## config.mk

```make
export PLATFORM = sky130hd
export DESIGN_NAME = hbcw_regs
export DESIGN_NICKNAME = d
export VERILOG_FILES = /design/src/pkg/hbcw_pkg.sv /design/src/pkg/hbcw_wait_if.sv /design/src/rtl/hbcw_regs.sv /design/src/rtl/hbcw_wait_timer.sv
export SDC_FILE = /design/constraint.sdc
export NUM_CORES = 1
export LEC_CHECK = 0
export ABC_AREA = 1
export BUFFER_PORTS_ARGS = -buffer_cell sky130_fd_sc_hd__buf_2
export CAP_MARGIN = 10
export CORE_AREA = 3 3 79 81
export DETAILED_ROUTE_END_ITERATION = 8
export DIE_AREA = 0 0 82 84
export PLACE_DENSITY = 0.8
export SKIP_LAST_GASP = 1
export SYNTH_ARGS = -nofsm -noshare
export SYNTH_HDL_FRONTEND = slang
export SYNTH_SLANG_ARGS = --single-unit
```

## constraint.sdc

```tcl
create_clock -name REF_CLK -period 2.1 [get_ports REF_CLK]
set_clock_uncertainty 0.2 [all_clocks]
set_input_delay 0.21 -clock REF_CLK [delete_from_list [all_inputs] [get_ports REF_CLK]]
set_output_delay 0.21 -clock REF_CLK [all_outputs]
set_load 0.02 [all_outputs]
```

## src/pkg/hbcw_pkg.sv

```systemverilog
/*
  Constants, field layouts and types for the host bus configuration and
  wait-state register bank. Assumes one 40 MHz host-side clock and a
  byte-wide register port for both configuration and extended space.
*/
package hbcw_pkg;
  // Configuration space byte offsets
  localparam logic [7:0] CFG_IRQ_ROUTE = 8'h3c;
  localparam logic [7:0] CFG_IRQ_PIN   = 8'h3d;
  localparam logic [7:0] CFG_MIN_GNT   = 8'h3e;
  localparam logic [7:0] CFG_MAX_LAT   = 8'h3f;
  // Extended index port indices
  localparam logic [7:0] IDX_LB_WAIT   = 8'h10;
  localparam logic [7:0] IDX_ISA_WIDTH = 8'h12;
  localparam logic [7:0] IDX_MEM_MAP   = 8'h14;
  // Read-only configuration values
  localparam logic [7:0] IRQ_PIN_VAL   = 8'h01;
  localparam logic [7:0] MIN_GNT_VAL   = 8'hff;
  localparam logic [7:0] MAX_LAT_VAL   = 8'h01;
  // Reset values
  localparam logic [7:0] IRQ_ROUTE_RST = 8'h00;
  localparam logic [7:0] LB_WAIT_RST   = 8'hf5;
  localparam logic [7:0] MEM_MAP_RST   = 8'h40;
  localparam logic [7:0] ISA_WIDTH_RST = 8'h00;
  // Writable bit masks; all other bits are reserved and read zero
  localparam logic [7:0] LB_WAIT_MASK   = 8'hf5;
  localparam logic [7:0] MEM_MAP_MASK   = 8'hdd;
  localparam logic [7:0] ISA_WIDTH_MASK = 8'hc0;
  // Field positions
  localparam int LB_GLOBAL_BIT = 0;
  localparam int LB_MEMWR_BIT  = 2;
  localparam int LB_MMIO_LSB   = 4;
  localparam int LB_IO_LSB     = 6;
  localparam int MAP_EXT_BIT   = 0;
  localparam int MAP_APER_LSB  = 2;
  localparam int MAP_MEM_EN    = 6;
  localparam int MAP_MMIO_EN   = 7;
  localparam int ISA_IO16_BIT  = 6;
  localparam int ISA_MEM16_BIT = 7;
  // Aperture masks by select code (low address bits inside the window)
  localparam logic [31:0] APER_256K = 32'h0003ffff;
  localparam logic [31:0] APER_512K = 32'h0007ffff;
  localparam logic [31:0] APER_1M   = 32'h000fffff;
  localparam logic [31:0] APER_2M   = 32'h001fffff;
  localparam logic [31:0] APER_4M   = 32'h003fffff;
  // Legacy windows: base and mask per graphics-controller map mode
  localparam logic [31:0] LEG_A0000 = 32'h000a0000;
  localparam logic [31:0] LEG_B0000 = 32'h000b0000;
  localparam logic [31:0] LEG_B8000 = 32'h000b8000;
  localparam logic [31:0] LEG_M128K = 32'h0001ffff;
  localparam logic [31:0] LEG_M64K  = 32'h0000ffff;
  localparam logic [31:0] LEG_M32K  = 32'h00007fff;
  // Wait counts
  localparam int WAIT_W = 3;
  localparam logic [WAIT_W-1:0] WAIT_ONE = 3'h1;
  typedef enum logic [1:0] {
    HBCW_CYC_IO   = 2'h0,
    HBCW_CYC_MMIO = 2'h1,
    HBCW_CYC_MEM  = 2'h2
  } hbcw_cyc_t;
  typedef enum logic [2:0] {
    ST_IDLE  = 3'b001,
    ST_DELAY = 3'b010,
    ST_RUN   = 3'b100
  } hbcw_state_t;
endpackage

```

## src/pkg/hbcw_wait_if.sv

```systemverilog
/*
  Carrier between the cycle controller and its ready timer.
  Assumes both ends share the host clock.
*/
`timescale 1ns/1ps
interface hbcw_wait_if;
  logic       load;
  logic [2:0] waits;
  logic       ready;
  logic       busy;
  modport ctrl  (output load, output waits, input ready, input busy);
  modport timer (input load, input waits, output ready, output busy);
endinterface

```

## src/rtl/hbcw_regs.sv

```systemverilog
/*
  Host bus configuration and wait-state register bank with the cycle
  controller that applies the wait settings and response enables.
  Assumes register strobes, cycle starts and decode inputs come from
  host bus logic on the same REF_CLK, so none of them is synchronised.
*/
`timescale 1ns/1ps
// Operation
// - Scratch byte at 3C, read/write, no effect
// - Byte at 3D reads 01
// - Byte at 3E reads FF
// - Byte at 3F reads 01
// - Global bit delays cycle start one clock
// - Total waits are type waits plus global
// - Memory-write bit adds one clock on writes
// - MMIO code gives 1-4 read, 0-3 write
// - I/O code gives 1-4 wait clocks
// - ISA bits select 16-bit memory and I/O
// - Bit 0 selects legacy or extended decode
// - Aperture select, ignored when extended disabled
// - Bit 6 gates graphics memory response
// - Bit 7 gates memory-mapped I/O response
module hbcw_regs
  import hbcw_pkg::*;
(
  input  wire logic              REF_CLK,
  input  wire logic              RST,
  input  wire logic              CFG_WR,
  input  wire logic              CFG_RD,
  input  wire logic [7:0]        CFG_ADDR,
  input  wire logic              EXT_WR,
  input  wire logic              EXT_RD,
  input  wire logic [7:0]        EXT_INDEX,
  input  wire logic [7:0]        WR_DATA,
  output logic      [7:0]        RD_DATA,
  output logic                   RD_VALID,
  input  wire logic              CYC_START,
  input  hbcw_pkg::hbcw_cyc_t    CYC_TYPE,
  input  wire logic              CYC_WRITE,
  input  wire logic [31:0]       HOST_ADDR,
  input  wire logic [31:0]       MEM_BASE_ADDR,
  input  wire logic [1:0]        GFX_MAP_MODE,
  input  wire logic              MMIO_DECODE,
  output logic                   CYC_GO,
  output logic                   CYC_BUSY,
  output logic                   SLAVE_READY_OUT_N,
  output logic                   MEM_CLAIM,
  output logic                   MMIO_CLAIM,
  output logic                   EXT_MAP_EN,
  output logic                   ISA_MEM16,
  output logic                   ISA_IO16
);
  import hbcw_pkg::*;

  logic [7:0]        irq_route_r;
  logic [7:0]        lb_wait_r;
  logic [7:0]        mem_map_r;
  logic [7:0]        isa_width_r;
  logic [7:0]        rd_data_r;
  logic              rd_valid_r;
  logic [7:0]        rd_data_nxt;
  hbcw_state_t       state_r;
  logic              go_r;
  logic              mem_claim_r;
  logic              mmio_claim_r;
  logic [WAIT_W-1:0] waits_r;
  logic [WAIT_W-1:0] waits_nxt;
  logic              mem_hit;
  logic              accept;

  hbcw_wait_if w ();

  hbcw_wait_timer u_timer (
    .clk (REF_CLK),
    .rst (RST),
    .w   (w.timer)
  );

  // Aperture mask per select code; reserved codes give no window
  function automatic logic [31:0] aper_mask(input logic [2:0] code);
    case (code)
      3'h0:    aper_mask = APER_256K;
      3'h1:    aper_mask = APER_512K;
      3'h2:    aper_mask = APER_1M;
      3'h3:    aper_mask = APER_2M;
      3'h4:    aper_mask = APER_4M;
      default: aper_mask = '0;
    endcase
  endfunction

  // Address lies in the window of given base and size mask
  function automatic logic in_window(input logic [31:0] addr,
                                     input logic [31:0] base,
                                     input logic [31:0] mask);
    in_window = ((addr & ~mask) == (base & ~mask));
  endfunction

  // Legacy window as set by the graphics controller map mode
  function automatic logic legacy_hit(input logic [31:0] addr,
                                      input logic [1:0]  mode);
    case (mode)
      2'h0:    legacy_hit = in_window(addr, LEG_A0000, LEG_M128K);
      2'h1:    legacy_hit = in_window(addr, LEG_A0000, LEG_M64K);
      2'h2:    legacy_hit = in_window(addr, LEG_B0000, LEG_M32K);
      default: legacy_hit = in_window(addr, LEG_B8000, LEG_M32K);
    endcase
  endfunction

  // Wait clocks for one cycle, before the global extra clock
  function automatic logic [WAIT_W-1:0] type_waits(input hbcw_cyc_t t,
                                                   input logic      wr,
                                                   input logic [7:0] lb);
    case (t)
      HBCW_CYC_IO:
        type_waits = {1'b0, lb[LB_IO_LSB+:2]} + WAIT_ONE;
      HBCW_CYC_MMIO:
        type_waits = wr ? {1'b0, lb[LB_MMIO_LSB+:2]}
                        : {1'b0, lb[LB_MMIO_LSB+:2]} + WAIT_ONE;
      default:
        type_waits = {2'b00, wr & lb[LB_MEMWR_BIT]};
    endcase
  endfunction

  // Graphics memory decode: legacy windows unless extended mapping
  always_comb begin
    if (mem_map_r[MAP_EXT_BIT]) begin
      mem_hit = (aper_mask(mem_map_r[MAP_APER_LSB+:3]) != '0) &&
                in_window(HOST_ADDR, MEM_BASE_ADDR,
                          aper_mask(mem_map_r[MAP_APER_LSB+:3]));
    end else begin
      mem_hit = legacy_hit(HOST_ADDR, GFX_MAP_MODE);
    end
  end

  // A memory or MMIO cycle is ours only when its response enable is set; I/O cycles are always taken
  always_comb begin
    case (CYC_TYPE)
      HBCW_CYC_IO:   accept = 1'b1;
      HBCW_CYC_MMIO: accept = MMIO_DECODE & mem_map_r[MAP_MMIO_EN];
      HBCW_CYC_MEM:  accept = mem_hit & mem_map_r[MAP_MEM_EN];
      default:       accept = 1'b0;
    endcase
  end

  assign waits_nxt = type_waits(CYC_TYPE, CYC_WRITE,
                                lb_wait_r);

  // Configuration space scratch byte; the read-only bytes take no write
  always_ff @(posedge REF_CLK or posedge RST) begin
    if (RST) begin
      irq_route_r <= IRQ_ROUTE_RST;
    end else if (CFG_WR && CFG_ADDR == CFG_IRQ_ROUTE) begin
      irq_route_r <= WR_DATA;
    end
  end

  // Extended registers; masks drop writes to reserved bits
  always_ff @(posedge REF_CLK or posedge RST) begin
    if (RST) begin
      lb_wait_r   <= LB_WAIT_RST;
      mem_map_r   <= MEM_MAP_RST;
      isa_width_r <= ISA_WIDTH_RST;
    end else if (EXT_WR) begin
      case (EXT_INDEX)
        IDX_LB_WAIT:   lb_wait_r   <= WR_DATA & LB_WAIT_MASK;
        IDX_MEM_MAP:   mem_map_r   <= WR_DATA & MEM_MAP_MASK;
        IDX_ISA_WIDTH: isa_width_r <= WR_DATA & ISA_WIDTH_MASK;
        default:       ;
      endcase
    end
  end

  // Read mux; unmapped offsets and indices read zero
  always_comb begin
    rd_data_nxt = '0;
    if (CFG_RD) begin
      case (CFG_ADDR)
        CFG_IRQ_ROUTE: rd_data_nxt = irq_route_r;
        CFG_IRQ_PIN:   rd_data_nxt = IRQ_PIN_VAL;
        CFG_MIN_GNT:   rd_data_nxt = MIN_GNT_VAL;
        CFG_MAX_LAT:   rd_data_nxt = MAX_LAT_VAL;
        default:       rd_data_nxt = '0;
      endcase
    end else if (EXT_RD) begin
      case (EXT_INDEX)
        IDX_LB_WAIT:   rd_data_nxt = lb_wait_r;
        IDX_MEM_MAP:   rd_data_nxt = mem_map_r;
        IDX_ISA_WIDTH: rd_data_nxt = isa_width_r;
        default:       rd_data_nxt = '0;
      endcase
    end
  end

  // Read data is registered so the host sees a clean byte
  always_ff @(posedge REF_CLK or posedge RST) begin
    if (RST) begin
      rd_data_r  <= '0;
      rd_valid_r <= 1'b0;
    end else begin
      rd_valid_r <= CFG_RD | EXT_RD;
      if (CFG_RD || EXT_RD) begin
        rd_data_r <= rd_data_nxt;
      end
    end
  end

  // Cycle controller; starts during a cycle in flight are refused,
  // the host bus never overlaps cycles to one slave
  always_ff @(posedge REF_CLK or posedge RST) begin
    if (RST) begin
      state_r      <= ST_IDLE;
      go_r         <= 1'b0;
      waits_r      <= '0;
      mem_claim_r  <= 1'b0;
      mmio_claim_r <= 1'b0;
    end else begin
      go_r <= 1'b0;
      case (state_r)
        ST_IDLE: begin
          if (CYC_START && accept) begin
            waits_r      <= waits_nxt;
            mem_claim_r  <= (CYC_TYPE == HBCW_CYC_MEM);
            mmio_claim_r <= (CYC_TYPE == HBCW_CYC_MMIO);
            if (lb_wait_r[LB_GLOBAL_BIT]) begin
              state_r <= ST_DELAY;
            end else begin
              go_r    <= 1'b1;
              state_r <= ST_RUN;
            end
          end
        end
        ST_DELAY: begin
          go_r    <= 1'b1;
          state_r <= ST_RUN;
        end
        ST_RUN: begin
          if (w.ready) begin
            state_r      <= ST_IDLE;
            mem_claim_r  <= 1'b0;
            mmio_claim_r <= 1'b0;
          end
        end
        default: state_r <= ST_IDLE;
      endcase
    end
  end

  // Timer starts on the internal start strobe
  assign w.load  = go_r;
  assign w.waits = waits_r;

  assign RD_DATA           = rd_data_r;
  assign RD_VALID          = rd_valid_r;
  assign CYC_GO            = go_r;
  assign CYC_BUSY          = (state_r != ST_IDLE);
  assign SLAVE_READY_OUT_N = ~w.ready;
  assign MEM_CLAIM         = mem_claim_r;
  assign MMIO_CLAIM        = mmio_claim_r;
  assign EXT_MAP_EN        = mem_map_r[MAP_EXT_BIT];
  assign ISA_MEM16         = isa_width_r[ISA_MEM16_BIT];
  assign ISA_IO16          = isa_width_r[ISA_IO16_BIT];

  // Checking helpers: start-to-ready count and its expected value
  logic [3:0] lat_r;
  logic [3:0] exp_r;
  logic       take;
  logic       leg_hit;
  assign take = (state_r == ST_IDLE) && CYC_START && accept;
  // Legacy decode as a plain signal so the check can look one clock back
  assign leg_hit = legacy_hit(HOST_ADDR, GFX_MAP_MODE);
  always_ff @(posedge REF_CLK or posedge RST) begin
    if (RST) begin
      lat_r <= '0;
      exp_r <= '0;
    end else if (take) begin
      lat_r <= 4'h1;
      exp_r <= 4'h2 + {3'b000, lb_wait_r[LB_GLOBAL_BIT]} +
               {1'b0, waits_nxt};
    end else if (lat_r != '0) begin
      lat_r <= lat_r + 4'h1;
    end
  end
endmodule

```

## src/rtl/hbcw_wait_timer.sv

```systemverilog
/*
  Ready timer: counts the wait clocks of one accepted cycle and then
  pulses ready. Assumes load comes only while the timer is idle.
*/
`timescale 1ns/1ps
module hbcw_wait_timer
  import hbcw_pkg::*;
(
  input wire logic   clk,
  input wire logic   rst,
  hbcw_wait_if.timer w
);
  logic [WAIT_W-1:0] cnt_r;
  logic              busy_r;
  logic              ready_r;

  assign w.ready = ready_r;
  assign w.busy  = busy_r;

  // Ready comes waits+1 clocks after the load cycle
  always_ff @(posedge clk or posedge rst) begin
    if (rst) begin
      cnt_r   <= '0;
      busy_r  <= 1'b0;
      ready_r <= 1'b0;
    end else begin
      ready_r <= 1'b0;
      if (w.load && !busy_r) begin
        if (w.waits == '0) begin
          ready_r <= 1'b1;
        end else begin
          busy_r <= 1'b1;
          cnt_r  <= w.waits - WAIT_ONE;
        end
      end else if (busy_r) begin
        if (cnt_r == '0) begin
          ready_r <= 1'b1;
          busy_r  <= 1'b0;
        end else begin
          cnt_r <= cnt_r - WAIT_ONE;
        end
      end
    end
  end
endmodule

```

==> flow_summary.yaml, run 1 <==
drt:
  routedWlPerCell_um: 11.7
  wl_met1_mm: 2.70
  top_layer_used: "met4"
  via_per_inst: 4.90
  dr_wl_met2_mm: 2.99
  ant_nets: 0
  wirelength_mm: 6.22
  drtPass1Iterations: 4
  dr.first_iter.drc_count: 119
  wl_met3_um: 458
  drc: 0
  vias: 2603
finish:
  utilization: 0.603
  area_delta_synth_final_pct: 24.0
  layout.cells.non_filler: 531
  final_common_cell: "nand2_1"
  fill_cells: 496
  drive_gt1_frac: 0.288
  layout_common_cells: "107 x nand2_1, 84 x buf_2, 60 x inv_1"
  finalNetCount: 562
  antenna_cells: 0
cts:
  path_clk_slew_ns: 0.08
  cts-root-buf: "clkbuf_8"
  post-cts-setup-buffers: 0
  cts_buffers: 5
  clock_path_buffers: 2
  htreeDepth: 2
  cts.sinks: 45
  clk_latency_ns: 0.29
  cts_tree: "done"
critical_path:
  cpLargestDelayFamily: "flip-flops"
  cp_max_fo: 4
  start_kind: "flip-flop"
  critPathKind: "flip-flop to primary output"
  r2r_slack_ns: 0.30
  slowest_stage: "dfstp_2"
  cp.required_ns: 1.69
  slowest_delay_ns: 0.54
  path_cells: "inv_1 -> nor3_1 -> inv_1 -> buf_2"
  cp_common_cell: "inv_1"
  arrival_ns: 1.60
  end_kind: "primary output"
  cp.buffers_inverters: 3
timing:
  timing.final.crit_share: 0.959
  fin_hold_ws_ns: 0.00927
  hold_viol_final: 0
  max_freq_ghz: 0.496
  relSlewSlack: 0.625
  slew_viol_final: 0
  setup_viol: 0
  min_period_ns: 2.01
  tightest_slew_ns: 0.563
global_route:
  grt_antenna_before_repair: 0
  grt_max_degree: 46
  grt_pass1_vias: 2489
  track_usage: 0.193
  grt_overflow: 0
  grt_pass1_wl_mm: 10.6
power_and_ir_drop:
  power_density_nw_per_um2: 715
  vdd_ir_drop_max_mv: 0.460
  p_leak_nw: 1.82
synthesis:
  ys_seq_area_frac: 0.422
  synth.net_count: 468
  syn_area_sq_um: 2700
  ys_seq_elements: 45
  synth_top_flop_cell: "dfrtp_1"
  ys_warn_count: 0
  synth_area_per_cell_sq_um: 7.40
  synth_cell_types: 39
  netlist_instances: 364
  async_flop_share: 1.00
  synth-edff-count: 0
placed_design:
  io_buffer_count: 84
  hpwl_mm: 4.94
  numPlacedInstances: 519
  gp_congestion: 0.927
floorplanning:
  die_w_um: 82
  die_y_um: 84
  fp.coreArea_sq_um: 5540
  ioPinCount: 118
  die_area_sq_um: 6890
  rows: 27
  start_util: 0.486
hold_path:
  holdCritPathClass: "input pin to flip-flop"
run_status:
  status: "complete, no violations"
flow_run:
  drv_cap: 0
-- per-stage QoR --
stage	setup WS, ns	instance area, sq um	power, mW	TNS, ns
detailed placement	0.273	3200	1.82	0
global route	-0.000578	3340	2.59	-0.000578
finish	0.0854	3340	2.39	0
global placement	0.260	3200	1.79	0
CTS	0.135	3340	2.41	0
floorplan	0.455	2700	1.59	0
-- worst min-delay path, delay by kind of cell --
family / cells / cell delay, ns
AOI/OAI and AO/OA: 1 / 0.07
buffers and inverters: 2 / 0.22
-- power breakdown --
group          switching [mW]  internal [mW]  total, mW
clock                   0.280          0.297      0.577
combinational           0.459          0.282      0.741
sequential             0.0640           1.01       1.07
-- state kept, by name, indices dropped and copies added, names as in the netlist --
signal	cells
CYC_GO	1
MEM_CLAIM	1
MMIO_CLAIM	1
RD_DATA	8
RD_VALID	1
irq_route_r	8
isa_width_r	2
lb_wait_r	6
mem_map_r	6
state_r	3
u_timer.cnt_r	3
u_timer.w.busy	1
u_timer.w.ready	1
w.waits	3
-- worst paths after layout --
| kind | from | endpoint | depth (start not counted) |
|---|---|---|---|
| worst max-delay path | state_r[0]$_DFFE_PP1P_ | CYC_BUSY | 4 |
| worst min-delay path | WR_DATA[4] | lb_wait_r[4]$_DFFE_PP1P_ | 3 |
| worst max register to register | mem_map_r[3]$_DFFE_PP0P_ | w.waits[0]$_DFFE_PP0P_ | 11 |
| worst min register to register | MMIO_CLAIM$_DFFE_PP0P_ | MMIO_CLAIM$_DFFE_PP0P_ | 2 |
| max in group asynchronous | RST | mem_map_r[3]$_DFFE_PP0P_ | 4 |
| min in group asynchronous | RST | u_timer.cnt_r[2]$_DFFE_PP0P_ | 4 |
-- synth_stat cells, types with 3 or more instances --
cell type,instances,area (sq um)
o211ai_1,7,52.6
nand2_1,108,405
nand2_2,4,25.0
ha_1,3,37.5
a21oi_1,10,50.1
nor2_1,30,113
nand3_1,22,110
dfrtp_1,37,926
dfstp_2,8,210
o21ai_0,23,115
xnor2_1,3,26.3
o21ai_2,12,105
inv_1,61,229
nor3_1,5,25.0
-- what timing repair did --
action,CTS,global route
hold buffers,4,0
setup endpoints to repair,0,5
gates resized for setup,0,3
endpoints found under the hold margin,40,0
-- area by class of cell --
class / instances / area (sq um) / share of cell area
well taps: 72 / 90.1 / 0.0270
clock inverters: 1 / 5.00 / 0.00150
repair buffers: 91 / 483 / 0.145
multi-input cells: 252 / 1290 / 0.387
inverters: 63 / 236 / 0.0708
clock buffers: 7 / 96.3 / 0.0288
flip-flops and latches: 45 / 1140 / 0.340
-- routing by layer --
metal,GRT usage,vias up
met3,0.0324,7
li1,-,1348
met5,0,-
met4,0.0544,0
met1,0.246,1159
met2,0.329,89
-- kinds of logic after synthesis --
logic type | synth area share
multiplexers | 0.00789
AO/OA/AOI/OAI | 0.150
adder cells (fa/ha/maj) | 0.0139
buffers and inverters | 0.0993
flip-flops | 0.422
AND/OR/NAND/NOR | 0.294
XOR/XNOR | 0.0130
Power figures use the tool's default switching activity.
==> run 2: changes to the inputs <==
--- a/config.mk
+++ b/config.mk
@@ -8,10 +8,12 @@
 export ABC_AREA = 1
 export BUFFER_PORTS_ARGS = -buffer_cell sky130_fd_sc_hd__buf_2
 export CAP_MARGIN = 10
-export CORE_AREA = 3 3 79 81
+export CELL_PAD_IN_SITES_DETAIL_PLACEMENT = 0
+export CELL_PAD_IN_SITES_GLOBAL_PLACEMENT = 1
+export CORE_AREA = 3 3 99 101
 export DETAILED_ROUTE_END_ITERATION = 8
-export DIE_AREA = 0 0 82 84
-export PLACE_DENSITY = 0.8
+export DIE_AREA = 0 0 102 104
+export PLACE_DENSITY_LB_ADDON = 0.1
 export SKIP_LAST_GASP = 1
 export SYNTH_ARGS = -nofsm -noshare
 export SYNTH_HDL_FRONTEND = slang
==> constraint.sdc (replaced) <==
create_clock -name REF_CLK -period 1.8 [get_ports REF_CLK]
set_clock_uncertainty 0.2 [all_clocks]
set_input_delay 0.18 -clock REF_CLK [delete_from_list [all_inputs] [get_ports REF_CLK]]
set_output_delay 0.18 -clock REF_CLK [all_outputs]
set_load 0.02 [all_outputs]
==> run 2 against run 1 <==
Effect of this change:
- setup slack got worse by 0.075 ns
- final cell count is 11% higher
- power grew 21%
- register-to-register slack got worse by 0.25 ns
- global-route usage shrank 5.8 points
- final area increased by 6.7%
- critical endpoint unchanged
- largest cell class unchanged
==> flow_summary.yaml, run 2 (same netlist as run 1, synthesis figures left out) <==
timing:
  rsz0062_at_grt: "true"
  timing.final.crit_share: 0.994
  layout_setup_ws_ns: 0.0106
  setup_viol: 0
  fin_hold_ws_ns: 0.00718
  slew_viol_final: 0
  tns_ns: 0
  hold_viol_final: 0
  min_period_ns: 1.79
  tightest_slew_ns: 0.490
  max_freq_ghz: 0.559
  relSlewSlack: 0.671
hold_path:
  holdCritPathClass: "input pin to flip-flop"
  hold_depth: 3
cts:
  path_clk_slew_ns: 0.09
  cts_tree: "done"
  clock_path_buffers: 2
  cts_buffers: 5
  clk_latency_ns: 0.30
  cts.sinks: 45
  htreeDepth: 2
  cts-root-buf: "clkbuf_8"
drt:
  routedWlPerCell_um: 11.9
  vias: 2553
  drtPass1Iterations: 4
  dr.first_iter.drc_count: 81
  via_per_inst: 4.35
  wirelength_mm: 7.01
  drc: 0
  ant_nets: 0
critical_path:
  r2r_slack_ns: 0.05
  reg2reg_depth: 8
  start_kind: "flip-flop"
  cp.required_ns: 1.42
  end_kind: "primary output"
  critPathKind: "flip-flop to primary output"
  arrival_ns: 1.41
  cp_max_fo: 4
global_route:
  grt_max_degree: 46
  grt_pass1_wl_mm: 11.5
  track_usage: 0.135
  grt_overflow: 0
  grt_antenna_before_repair: 0
  grt_pass1_vias: 2436
floorplanning:
  die_w_um: 102
  die_y_um: 104
  fp.coreArea_sq_um: 9110
  ioPinCount: 118
  rows: 35
  start_util: 0.296
  die_area_sq_um: 10600
finish:
  area_delta_synth_final_pct: 32.3
  drive_gt1_frac: 0.328
  final_common_cell: "nand2_1"
  layout_common_cells: "103 x nand2_1, 84 x buf_2, 58 x inv_1"
  antenna_cells: 0
  finalNetCount: 579
  utilization: 0.391
flow_run:
  drv_cap: 0
placed_design:
  gp_congestion: 0.736
  io_buffer_count: 84
  pre_cts_ws_ns: -0.0536
  hpwl_mm: 5.53
power_and_ir_drop:
  power_mw: 2.90
  p_leak_nw: 1.90
  power_density_nw_per_um2: 813
  vdd_ir_drop_max_mv: 0.295
run_status:
  status: "complete, no violations"
## run 2: layer usage
metal,part of all wire,GRT usage,up-vias
li1,-,-,1377
met1,0.47,0.183,1112
met2,0.47,0.219,58
met3,0.048,0.0248,6
met4,0.011,0.0337,0
met5,0,0,-
## run 2: critical path, cell delays in order (launching register included)
cell     delay (ns)
dfstp_2        0.54
inv_1          0.04
nor3_1         0.16
buf_4          0.16
inv_1          0.06
buf_2          0.16
## run 2: area by class of cell
class                           instances  area (sq um)
Fill cell                            1027          5540
Multi-Input combinational cell        252          1340
Sequential cell                        45          1140
Timing Repair Buffer                  108           628
Inverter                               63           239
Tap cell                              111           139
Clock buffer                            7          76.3
Clock inverter                          1          7.51
## run 2: stage by stage
stage / cells / area [sq um]
2_1_floorplan: 364 / 2700
3_3_place_gp: 570 / 3350
3_5_place_dp: 570 / 3350
4_1_cts: 584 / 3490
5_1_grt: 587 / 3560
6_report: 587 / 3560
## run 2: report_power, final
part | internal [mW] | leakage, nW | switching (mW)
clock network | 0.275 | 0.0385 | 0.354
logic | 0.428 | 1.29 | 0.592
registers | 1.17 | 0.574 | 0.0756
total | 1.88 | 1.90 | 1.02
## run 2: worst paths after layout
path | end | start
worst max register to register | MEM_CLAIM$_DFFE_PP0P_ | state_r[1]$_DFFE_PP0P_
worst min-delay path | RD_DATA[0]$_DFFE_PP0P_ | CFG_RD
worst min register to register | MMIO_CLAIM$_DFFE_PP0P_ | MMIO_CLAIM$_DFFE_PP0P_
worst max-delay path | CYC_BUSY | state_r[0]$_DFFE_PP1P_
max in group asynchronous | lb_wait_r[4]$_DFFE_PP1P_ | RST
min in group asynchronous | irq_route_r[5]$_DFFE_PP0P_ | RST
## run 2: timing repair
action / CTS / global route
hold buffers: 6 / 0
pin swaps: 0 / 7
resized for setup: 3 / 19
setup buffers: 0 / 3
endpoints found under the hold margin: 52 / 0
setup endpoints to repair: 4 / 10
